## config.mk

```make
export PLATFORM = sky130hd
export DESIGN_NAME = cmpc_top
export DESIGN_NICKNAME = d
export VERILOG_FILES = /design/src/cmpc_pkg.sv /design/src/cmpc_sync.sv /design/src/cmpc_top.sv
export SDC_FILE = /design/constraint.sdc
export NUM_CORES = 1
export LEC_CHECK = 0
export ABC_AREA = 0
export BUFFER_PORTS_ARGS = -buffer_cell sky130_fd_sc_hd__buf_4
export CAP_MARGIN = 20
export CORE_AREA = 2 2 69 71
export DETAILED_ROUTE_END_ITERATION = 10
export DIE_AREA = 0 0 71 73
export PLACE_DENSITY = 0.78
export SLEW_MARGIN = 25
export SYNTH_ARGS = -nofsm -noshare
export SYNTH_HDL_FRONTEND = slang
export SYNTH_SLANG_ARGS = --single-unit
```

## constraint.sdc

```tcl
create_clock -name clk -period 4.1 [get_ports clk]
set_input_delay 0.41 -clock clk [delete_from_list [all_inputs] [get_ports clk]]
set_output_delay 0.41 -clock clk [all_outputs]
set_load 0.01 [all_outputs]
```

## src/cmpc_pkg.sv

```systemverilog
// Package of constants for the comparator control logic
package cmpc_pkg;

  // ****************************************
  // Register map
  // ****************************************
  localparam logic [11:0] CTRL_ADDR   = 12'h000;
  localparam logic [11:0] INTST_ADDR  = 12'h004;
  localparam logic [11:0] INTMSK_ADDR = 12'h008;

  // ****************************************
  // Control register fields
  // ****************************************
  localparam int ENABLE_BIT = 7;
  localparam int REFSEL_BIT = 6;
  localparam int FLAG_BIT   = 5;
  localparam int IEN_BIT    = 4;
  localparam int RESULT_BIT = 3;
  localparam int PINEN_BIT  = 2;
  localparam int MODE_HI    = 1;
  localparam int MODE_LO    = 0;

  // ****************************************
  // Reset values and encodings
  // ****************************************
  localparam logic [7:0] CTRL_RESET   = 8'h00;
  localparam logic [1:0] MODE_FALL0   = 2'h0;
  localparam logic [1:0] MODE_RISE    = 2'h1;
  localparam logic [1:0] MODE_FALL2   = 2'h2;
  localparam logic [1:0] MODE_BOTH    = 2'h3;

  // Interrupt status bits of the system-level event register
  localparam int EV_FLAG_BIT = 0;
  localparam int EV_ERR_BIT  = 1;
  localparam int EV_WIDTH    = 2;

endpackage

```

## src/cmpc_sync.sv

```systemverilog
// Two-stage synchroniser for the analog comparator result
module cmpc_sync (
  input  wire logic clk,
  input  wire logic arst_n,
  input  wire logic asyncIn,
  output logic      syncOut
);

  typedef struct packed {
    logic stage1;
    logic stage2;
  } cmpc_sync_st_t;

  cmpc_sync_st_t state_reg;
  cmpc_sync_st_t state_next;

  // Shift the level through two flops
  always_comb begin
    state_next        = state_reg;
    state_next.stage1 = asyncIn;
    state_next.stage2 = state_reg.stage1;
  end

  // State register
  always_ff @(posedge clk or negedge arst_n) begin
    if (!arst_n) begin
      state_reg <= '0;
    end else begin
      state_reg <= state_next;
    end
  end

  assign syncOut = state_reg.stage2;

endmodule

```

## src/cmpc_top.sv

```systemverilog
// Comparator control logic with APB register access
// Operation
// Control bit 7 enables the comparator module when set.
// Control bit 6 picks the positive pin (0) or bandgap reference (1).
// Bit 5 flag is set on each selected compare event and stays set.
// Writing one to the flag clears it, writing zero leaves it.
// With bit 4 set the interrupt request is high while the flag is set.
// Reading bit 3 returns the present comparator result.
// The result bit is 0 after reset and reads 0 while disabled.
// With bit 2 set the result drives the result pin, else not. The code drives the pin only while bit 7 is also set.
// Mode bits 1:0 pick falling (00, 10), rising (01) or both (11).
// Logic keeps running in wait mode so its interrupt can wake the core.
// In the shallowest stop mode the enabled logic keeps full operation.
// After deep stop wake or reset all state is at reset values.
// In background debug the logic runs exactly as in normal run.
// The raw result passes two flops before edge detection.
module cmpc_top (
  input  wire logic        clk,
  input  wire logic        arst_n,
  input  wire logic        psel,
  input  wire logic        penable,
  input  wire logic        pwrite,
  input  wire logic [11:0] paddr,
  input  wire logic [31:0] pwdata,
  input  wire logic [3:0]  pstrb,
  output logic      [31:0] prdata,
  output logic             pready,
  output logic             pslverr,
  input  wire logic        comparatorRaw,
  output logic             analogEnable,
  output logic             referenceInputSelect,
  output logic             comparatorOutputPin,
  output logic             comparatorOutputPinOe,
  output logic             compareIrq,
  output logic             sysIrq
);

  // ****************************************
  // State
  // ****************************************
  typedef enum logic [1:0] {
    CMPC_IDLE   = 2'h0,
    CMPC_ACCESS = 2'h1,
    CMPC_DONE   = 2'h3
  } cmpc_bus_t;

  typedef struct packed {
    cmpc_bus_t                      busState;
    logic [7:0]                     ctrl;
    logic                           lastResult;
    logic [cmpc_pkg::EV_WIDTH-1:0]  evStatus;
    logic [cmpc_pkg::EV_WIDTH-1:0]  evMask;
    logic [31:0]                    rdata;
    logic                           ready;
    logic                           slvErr;
    logic                           pinOut;
    logic                           pinOe;
    logic                           irq;
    logic                           sirq;
  } cmpc_st_t;

  cmpc_st_t state_reg;
  cmpc_st_t state_next;

  logic resultSync;
  logic resultLive;
  logic riseEv;
  logic fallEv;
  logic compareEv;
  logic wrStrobe;
  logic rdStrobe;
  logic decodeHit;

  // ****************************************
  // Functions
  // ****************************************
  // Decide whether an edge matches the selected mode
  function automatic logic edgeMatch(input logic [1:0] mode,
                                     input logic       rise,
                                     input logic       fall);
    logic hit;
    hit = 1'b0;
    case (mode)
      cmpc_pkg::MODE_RISE: hit = rise;
      cmpc_pkg::MODE_BOTH: hit = rise | fall;
      default:             hit = fall;
    endcase
    return hit;
  endfunction

  // Known register addresses
  function automatic logic addrKnown(input logic [11:0] a);
    return (a == cmpc_pkg::CTRL_ADDR) || (a == cmpc_pkg::INTST_ADDR) ||
           (a == cmpc_pkg::INTMSK_ADDR);
  endfunction

  // ****************************************
  // Result path
  // ****************************************
  // Synchronise the asynchronous comparator result
  cmpc_sync u_sync (
    .clk     (clk),
    .arst_n  (arst_n),
    .asyncIn (comparatorRaw),
    .syncOut (resultSync)
  );

  // Gate by enable and detect edges, see see see
  assign resultLive = resultSync & state_reg.ctrl[cmpc_pkg::ENABLE_BIT];
  assign riseEv     = resultLive & ~state_reg.lastResult;
  assign fallEv     = ~resultLive & state_reg.lastResult;
  // Event selection by mode, see see see see
  assign compareEv  = state_reg.ctrl[cmpc_pkg::ENABLE_BIT] &
                      edgeMatch(state_reg.ctrl[cmpc_pkg::MODE_HI:
                                               cmpc_pkg::MODE_LO],
                                riseEv, fallEv);

  // Bus strobes at the access phase
  assign wrStrobe  = psel & penable & pwrite &
                     (state_reg.busState == CMPC_ACCESS);
  assign rdStrobe  = psel & penable & ~pwrite &
                     (state_reg.busState == CMPC_ACCESS);
  assign decodeHit = addrKnown(paddr);

  // ****************************************
  // Next-state logic
  // ****************************************
  always_comb begin
    state_next            = state_reg;
    state_next.ready      = 1'b0;
    state_next.slvErr     = 1'b0;
    state_next.lastResult = resultLive;

    // Bus sequencing: answer one cycle into the access phase
    case (state_reg.busState)
      CMPC_IDLE: begin
        if (psel && !penable) begin
          state_next.busState = CMPC_ACCESS;
        end
      end
      CMPC_ACCESS: begin
        if (psel && penable) begin
          state_next.busState = CMPC_DONE;
          state_next.ready    = 1'b1;
          state_next.slvErr   = ~decodeHit;
        end
      end
      CMPC_DONE: begin
        state_next.busState = CMPC_IDLE;
      end
      default: begin
        state_next.busState = CMPC_IDLE;
      end
    endcase

    // Register writes, byte lane 0 only
    if (wrStrobe && pstrb[0]) begin
      if (paddr == cmpc_pkg::CTRL_ADDR) begin
        state_next.ctrl[cmpc_pkg::ENABLE_BIT] =
          pwdata[cmpc_pkg::ENABLE_BIT];
        state_next.ctrl[cmpc_pkg::REFSEL_BIT] =
          pwdata[cmpc_pkg::REFSEL_BIT];
        state_next.ctrl[cmpc_pkg::IEN_BIT] = pwdata[cmpc_pkg::IEN_BIT];
        state_next.ctrl[cmpc_pkg::PINEN_BIT] =
          pwdata[cmpc_pkg::PINEN_BIT];
        state_next.ctrl[cmpc_pkg::MODE_HI:cmpc_pkg::MODE_LO] =
          pwdata[cmpc_pkg::MODE_HI:cmpc_pkg::MODE_LO];
        // Write one clears the flag, see
        if (pwdata[cmpc_pkg::FLAG_BIT]) begin
          state_next.ctrl[cmpc_pkg::FLAG_BIT] = 1'b0;
        end
      end
      if (paddr == cmpc_pkg::INTST_ADDR) begin
        state_next.evStatus = state_reg.evStatus &
                              ~pwdata[cmpc_pkg::EV_WIDTH-1:0];
      end
      if (paddr == cmpc_pkg::INTMSK_ADDR) begin
        state_next.evMask = pwdata[cmpc_pkg::EV_WIDTH-1:0];
      end
    end

    // Unmapped access sets the error event
    if (wrStrobe || rdStrobe) begin
      if (!decodeHit) begin
        state_next.evStatus[cmpc_pkg::EV_ERR_BIT] = 1'b1;
      end
    end

    // Result bit always mirrors gated level, see see
    state_next.ctrl[cmpc_pkg::RESULT_BIT] = resultLive;

    // Event wins over a same-cycle clear, see
    if (compareEv) begin
      state_next.ctrl[cmpc_pkg::FLAG_BIT]  = 1'b1;
      state_next.evStatus[cmpc_pkg::EV_FLAG_BIT] = 1'b1;
    end

    // Read data capture
    state_next.rdata = '0;
    if (rdStrobe) begin
      case (paddr)
        cmpc_pkg::CTRL_ADDR:   state_next.rdata = {24'h000000,
                                                   state_reg.ctrl};
        cmpc_pkg::INTST_ADDR:  state_next.rdata = {30'h0,
                                                   state_reg.evStatus};
        cmpc_pkg::INTMSK_ADDR: state_next.rdata = {30'h0,
                                                   state_reg.evMask};
        default:               state_next.rdata = '0;
      endcase
    end

    // Pin drive, see
    state_next.pinOe  = state_next.ctrl[cmpc_pkg::PINEN_BIT] &
                        state_next.ctrl[cmpc_pkg::ENABLE_BIT];
    state_next.pinOut = state_next.pinOe & resultLive;

    // Interrupt outputs, see
    state_next.irq  = state_next.ctrl[cmpc_pkg::FLAG_BIT] &
                      state_next.ctrl[cmpc_pkg::IEN_BIT];
    state_next.sirq = |(state_next.evStatus & state_next.evMask);
  end

  // State register, full reset, see
  always_ff @(posedge clk or negedge arst_n) begin
    if (!arst_n) begin
      state_reg          <= '0;
      state_reg.busState <= CMPC_IDLE;
      state_reg.ctrl     <= cmpc_pkg::CTRL_RESET;
    end else begin
      state_reg <= state_next;
    end
  end

  // ****************************************
  // Outputs
  // ****************************************
  assign prdata                = state_reg.rdata;
  assign pready                = state_reg.ready;
  assign pslverr               = state_reg.slvErr;
  assign analogEnable          = state_reg.ctrl[cmpc_pkg::ENABLE_BIT];
  assign referenceInputSelect  = state_reg.ctrl[cmpc_pkg::REFSEL_BIT];
  assign comparatorOutputPin   = state_reg.pinOut;
  assign comparatorOutputPinOe = state_reg.pinOe;
  assign compareIrq            = state_reg.irq;
  assign sysIrq                = state_reg.sirq;

  // ****************************************
  // Assertions
  // ****************************************
  property p_flag_on_event;
    @(posedge clk) disable iff (!arst_n)
      compareEv |=> state_reg.ctrl[cmpc_pkg::FLAG_BIT];
  endproperty
  a_flag_on_event: assert property (p_flag_on_event)
    else $error("flag not set after event");

  property p_flag_w1c;
    @(posedge clk) disable iff (!arst_n)
      (wrStrobe && pstrb[0] && paddr == cmpc_pkg::CTRL_ADDR &&
       pwdata[cmpc_pkg::FLAG_BIT] && !compareEv)
      |=> !state_reg.ctrl[cmpc_pkg::FLAG_BIT];
  endproperty
  a_flag_w1c: assert property (p_flag_w1c)
    else $error("flag not cleared by write one");

  property p_flag_sticky;
    @(posedge clk) disable iff (!arst_n)
      (state_reg.ctrl[cmpc_pkg::FLAG_BIT] && !wrStrobe)
      |=> state_reg.ctrl[cmpc_pkg::FLAG_BIT];
  endproperty
  a_flag_sticky: assert property (p_flag_sticky)
    else $error("flag dropped without write");

  property p_irq;
    @(posedge clk) disable iff (!arst_n)
      compareIrq == (state_reg.ctrl[cmpc_pkg::FLAG_BIT] &
                     state_reg.ctrl[cmpc_pkg::IEN_BIT]);
  endproperty
  a_irq: assert property (p_irq)
    else $error("irq does not follow flag and enable");

  property p_result_off;
    @(posedge clk) disable iff (!arst_n)
      !analogEnable |=> !state_reg.ctrl[cmpc_pkg::RESULT_BIT];
  endproperty
  a_result_off: assert property (p_result_off)
    else $error("result bit set while disabled");

  property p_result_track;
    @(posedge clk) disable iff (!arst_n)
      (analogEnable && $stable(analogEnable))
      |-> state_reg.ctrl[cmpc_pkg::RESULT_BIT] == $past(resultSync);
  endproperty
  a_result_track: assert property (p_result_track)
    else $error("result bit does not follow comparator");

  property p_pin_off;
    @(posedge clk) disable iff (!arst_n)
      !state_reg.ctrl[cmpc_pkg::PINEN_BIT] |-> !comparatorOutputPinOe;
  endproperty
  a_pin_off: assert property (p_pin_off)
    else $error("pin driven while disabled");

  property p_sync_delay;
    @(posedge clk) disable iff (!arst_n)
      (analogEnable && riseEv) |-> $past(comparatorRaw, 2);
  endproperty
  a_sync_delay: assert property (p_sync_delay)
    else $error("rise not two flops after raw input");

  property p_rise_mode;
    @(posedge clk) disable iff (!arst_n)
      (state_reg.ctrl[1:0] == cmpc_pkg::MODE_RISE && fallEv) |-> !compareEv;
  endproperty
  a_rise_mode: assert property (p_rise_mode)
    else $error("falling edge counted in rise mode");

  property p_enable_gate;
    @(posedge clk) disable iff (!arst_n)
      !state_reg.ctrl[cmpc_pkg::ENABLE_BIT] |-> !compareEv;
  endproperty
  a_enable_gate: assert property (p_enable_gate)
    else $error("event counted while disabled");

  property p_fall_mode;
    @(posedge clk) disable iff (!arst_n)
      (fallEv && state_reg.ctrl[cmpc_pkg::ENABLE_BIT] &&
       state_reg.ctrl[1:0] != cmpc_pkg::MODE_RISE) |-> compareEv;
  endproperty
  a_fall_mode: assert property (p_fall_mode)
    else $error("falling edge missed in falling mode");

  property p_pin_track;
    @(posedge clk) disable iff (!arst_n)
      comparatorOutputPinOe
      |-> comparatorOutputPin == state_reg.ctrl[cmpc_pkg::RESULT_BIT];
  endproperty
  a_pin_track: assert property (p_pin_track)
    else $error("pin does not show comparator result");

  c_event:  cover property (@(posedge clk) disable iff (!arst_n) compareEv);
  c_irq:    cover property (@(posedge clk) disable iff (!arst_n)
                            $rose(compareIrq));
  c_both:   cover property (@(posedge clk) disable iff (!arst_n)
                            state_reg.ctrl[1:0] == cmpc_pkg::MODE_BOTH &&
                            fallEv);
  c_pin:    cover property (@(posedge clk) disable iff (!arst_n)
                            comparatorOutputPin);

endmodule

```

==> results.toml <==
[outcome]
run_status = "finished clean"

[synth]
synthesis.yosys.warnings = 0
mappedNetlistArea_sq_um = 1500
asyncSetResetFlopFracSynth_pct = 100
synth_cell_types = 33
post_synth.cell_area_avg_sq_um = 10.3
synth_enable_flop_cells = 0
yosys_most_used_dff = "dfrtp_1"
syn_inst = 145
synth.yosys.seq_area_share_pct = 50.1
postSynthRegisterBits = 30

[clocking]
numClockSinks = 30
cts-root-to-sink-buffers = 2
clockRootBuffer = "clkbuf_8"
ctsHtreeMaxLevel = 2
cts_setup_buffers = 0
clkTransAtPathRegs_ps = 60
cts_tree = "done"
cts_resized = 0
clk_latency_ps = 270
cts-buffers-inserted = 5
ctsHoldBuffers = 0

[placement]
hpwl_microns = 1950
weighted_congestion_at_the_end_of_routability_driven_global_placement = 0.714
buffer_ports.inserted = 41
place_area_sq_um = 1710
place_inst = 228

[setup_path]
worst-endpoint-arrival_ps = 2270
timing.reg2reg.worst_path_depth = 5
worst-endpoint-required_ps = 4260
worst_path_class_setup = "reg -> reg"
setup.reg_to_reg.worst_slack_ps = 1990
crit_path_max_fanout = 5
crit-reg2reg-capture = "sysIrq$_DFF_PN0_"
end_kind = "flop"
critical_path.startpoint_type = "flop"
worstReg2RegStart = "state_reg[52]$_DFFE_PN0P_"

[global_route]
grt_use_total_pct = 10.1
maximum_number_of_pins_on_one_net_before_global_route_repair = 31
grt_antenna_before_repair = 0
met3_usage_pct = 2.76
first_pass_grt_wire_length_microns = 4070
top_usage_layer = "met2"
globalRouteMet1Util_pct = 11.2
globalRouteMet2Util_pct = 17.3
grt_remaining_overflow = 0
via_count_of_the_first_global_routing_pass = 962

[die]
num_io_pins = 94
placement_rows = 25
die_area_sq_um = 5180
core_region_area_sq_um = 4540
chipHeight_microns = 73
initial_utilization_pct = 33.0
chipWidth_microns = 71

[worst_hold_path]
hp-class = "in -> async"

[route]
drt_drc_violations_left = 0
average_wire_length_per_cell_after_detail_routing_microns = 10.5
vias = 1003
detail-route-antenna-nets = 0
drtPass1Iterations = 4
vias_per_cell = 4.25
detail_route.iter0.violations = 50
route.final.wire_length_microns = 2480

[layout]
drive_gt1_share_pct = 31.3
nNetsFinal = 237
final_cells = 236
synthesis_to_finish_area_growth_pct = 21.4
num_antenna_cells = 0
finish.instance_area_sq_um = 1820
utilization_pct = 40.1
largest_reg_flops = 12

[flow_run]
max_cap_viol_count = 0

[timing]
setup_tns_ps = 0
period_needed_ps = 2110
worstMarginPinSlew_ps = 784
worst_case_headroom_to_the_max_slew_limit_pct = 47.3
rsz0062_at_grt = "no"
final.setup_skew_ps = 2.91
min_period_over_period_pct = 51.5
setup_viol_count_final = 0
report.final.slew_viol_count = 0
achievable-frequency_ghz = 0.474
final-hold-violation-count = 0

[power]
power.leakage_nw = 0.959
p_per_area_nw_per_um2 = 345
peakVddDrop_mv = 0.0907
[power by group]
part           total [mW]  internal [mW]  switching (mW)
combinational      0.0537         0.0235          0.0302
sequential          0.305          0.302         0.00272
clock               0.269          0.169           0.100
total               0.628          0.495           0.133
[cells by family (layout without fill, tap and decap cells)]
group / Yosys count / count (layout) / share of synthesized area [%]
flops: 30 / 30 / 50.1
compound gates: 14 / 14 / 5.93
fa+ha+maj: 2 / 2 / 1.67
simple gates: 55 / 55 / 21.2
other cells: 1 / 24 / 0.250
buf+inv: 39 / 53 / 17.8
mux: 4 / 4 / 3.09
[critical path: stages (launching register included)]
cell and delay [ps]:
dfrtp_1 390, and4b_1 320, nand3_1 190, or4b_4 540, mux2_4 320, a22o_1 240
[Yosys cell counts (2+ instances only)]
master / number / area (sq um)
nand2_1: 23 / 86.3
nand2b_1: 4 / 25.0
ha_1: 2 / 25.0
inv_1: 4 / 15.0
buf_4: 32 / 240
nor2_1: 6 / 22.5
o21ai_0: 2 / 10.0
mux2i_1: 2 / 20.0
clkbuf_1: 2 / 7.51
a21oi_1: 5 / 25.0
and4b_1: 2 / 20.0
dfrtp_1: 30 / 751
nand3_1: 3 / 15.0
and2_1: 7 / 43.8
or4_1: 2 / 15.0
nor4_2: 2 / 25.0
[how the worst max path moves through the flow]
| stage | startpoint | end | cells past startpoint |
|---|---|---|---|
| floorplan | paddr[5] | sysIrq$_DFF_PN0_ | 5 |
| global placement | paddr[5] | sysIrq$_DFF_PN0_ | 6 |
| detailed placement | paddr[5] | sysIrq$_DFF_PN0_ | 6 |
| CTS | state_reg[52]$_DFFE_PN0P_ | sysIrq$_DFF_PN0_ | 5 |
| global route | state_reg[52]$_DFFE_PN0P_ | comparatorOutputPin$_DFF_PN0_ | 5 |
| finish | state_reg[52]$_DFFE_PN0P_ | sysIrq$_DFF_PN0_ | 5 |
[final cells by class]
type | count | area, sq um
Clock buffer | 8 | 110
Fill cell | 437 | 2720
Inverter | 4 | 15.0
Multi-Input combinational cell | 99 | 568
Sequential cell | 30 | 751
Tap cell | 54 | 67.6
Timing Repair Buffer | 41 | 308
[metrics by stage]
stage	setup slack, ps	hold slack (ps)	power, mW
after detailed placement	1820	356	0.364
after global placement	1840	342	0.363
after CTS	1990	56.8	0.637
after floorplan	2060	114	0.349
after global routing	1870	68.0	0.656
final	1990	50.2	0.628
[layout by cell type, fill, tap and decap left out, types with 3 or more instances in the layout]
master	instances
a21oi_1	5
and2_1	7
buf_4	41
clkbuf_8	8
conb_1	24
dfrtp_1	30
inv_1	4
nand2_1	23
nand2b_1	4
nand3_1	3
nor2_1	6
[layer usage]
metal	vias up	wire (microns)	part of all wire [%]
li1	498	-	-
met1	468	965	39
met5	-	0	0
met2	29	1320	53
met3	8	127	5.1
met4	0	68	2.7
Note: power is estimated with default switching activity, not from simulation.
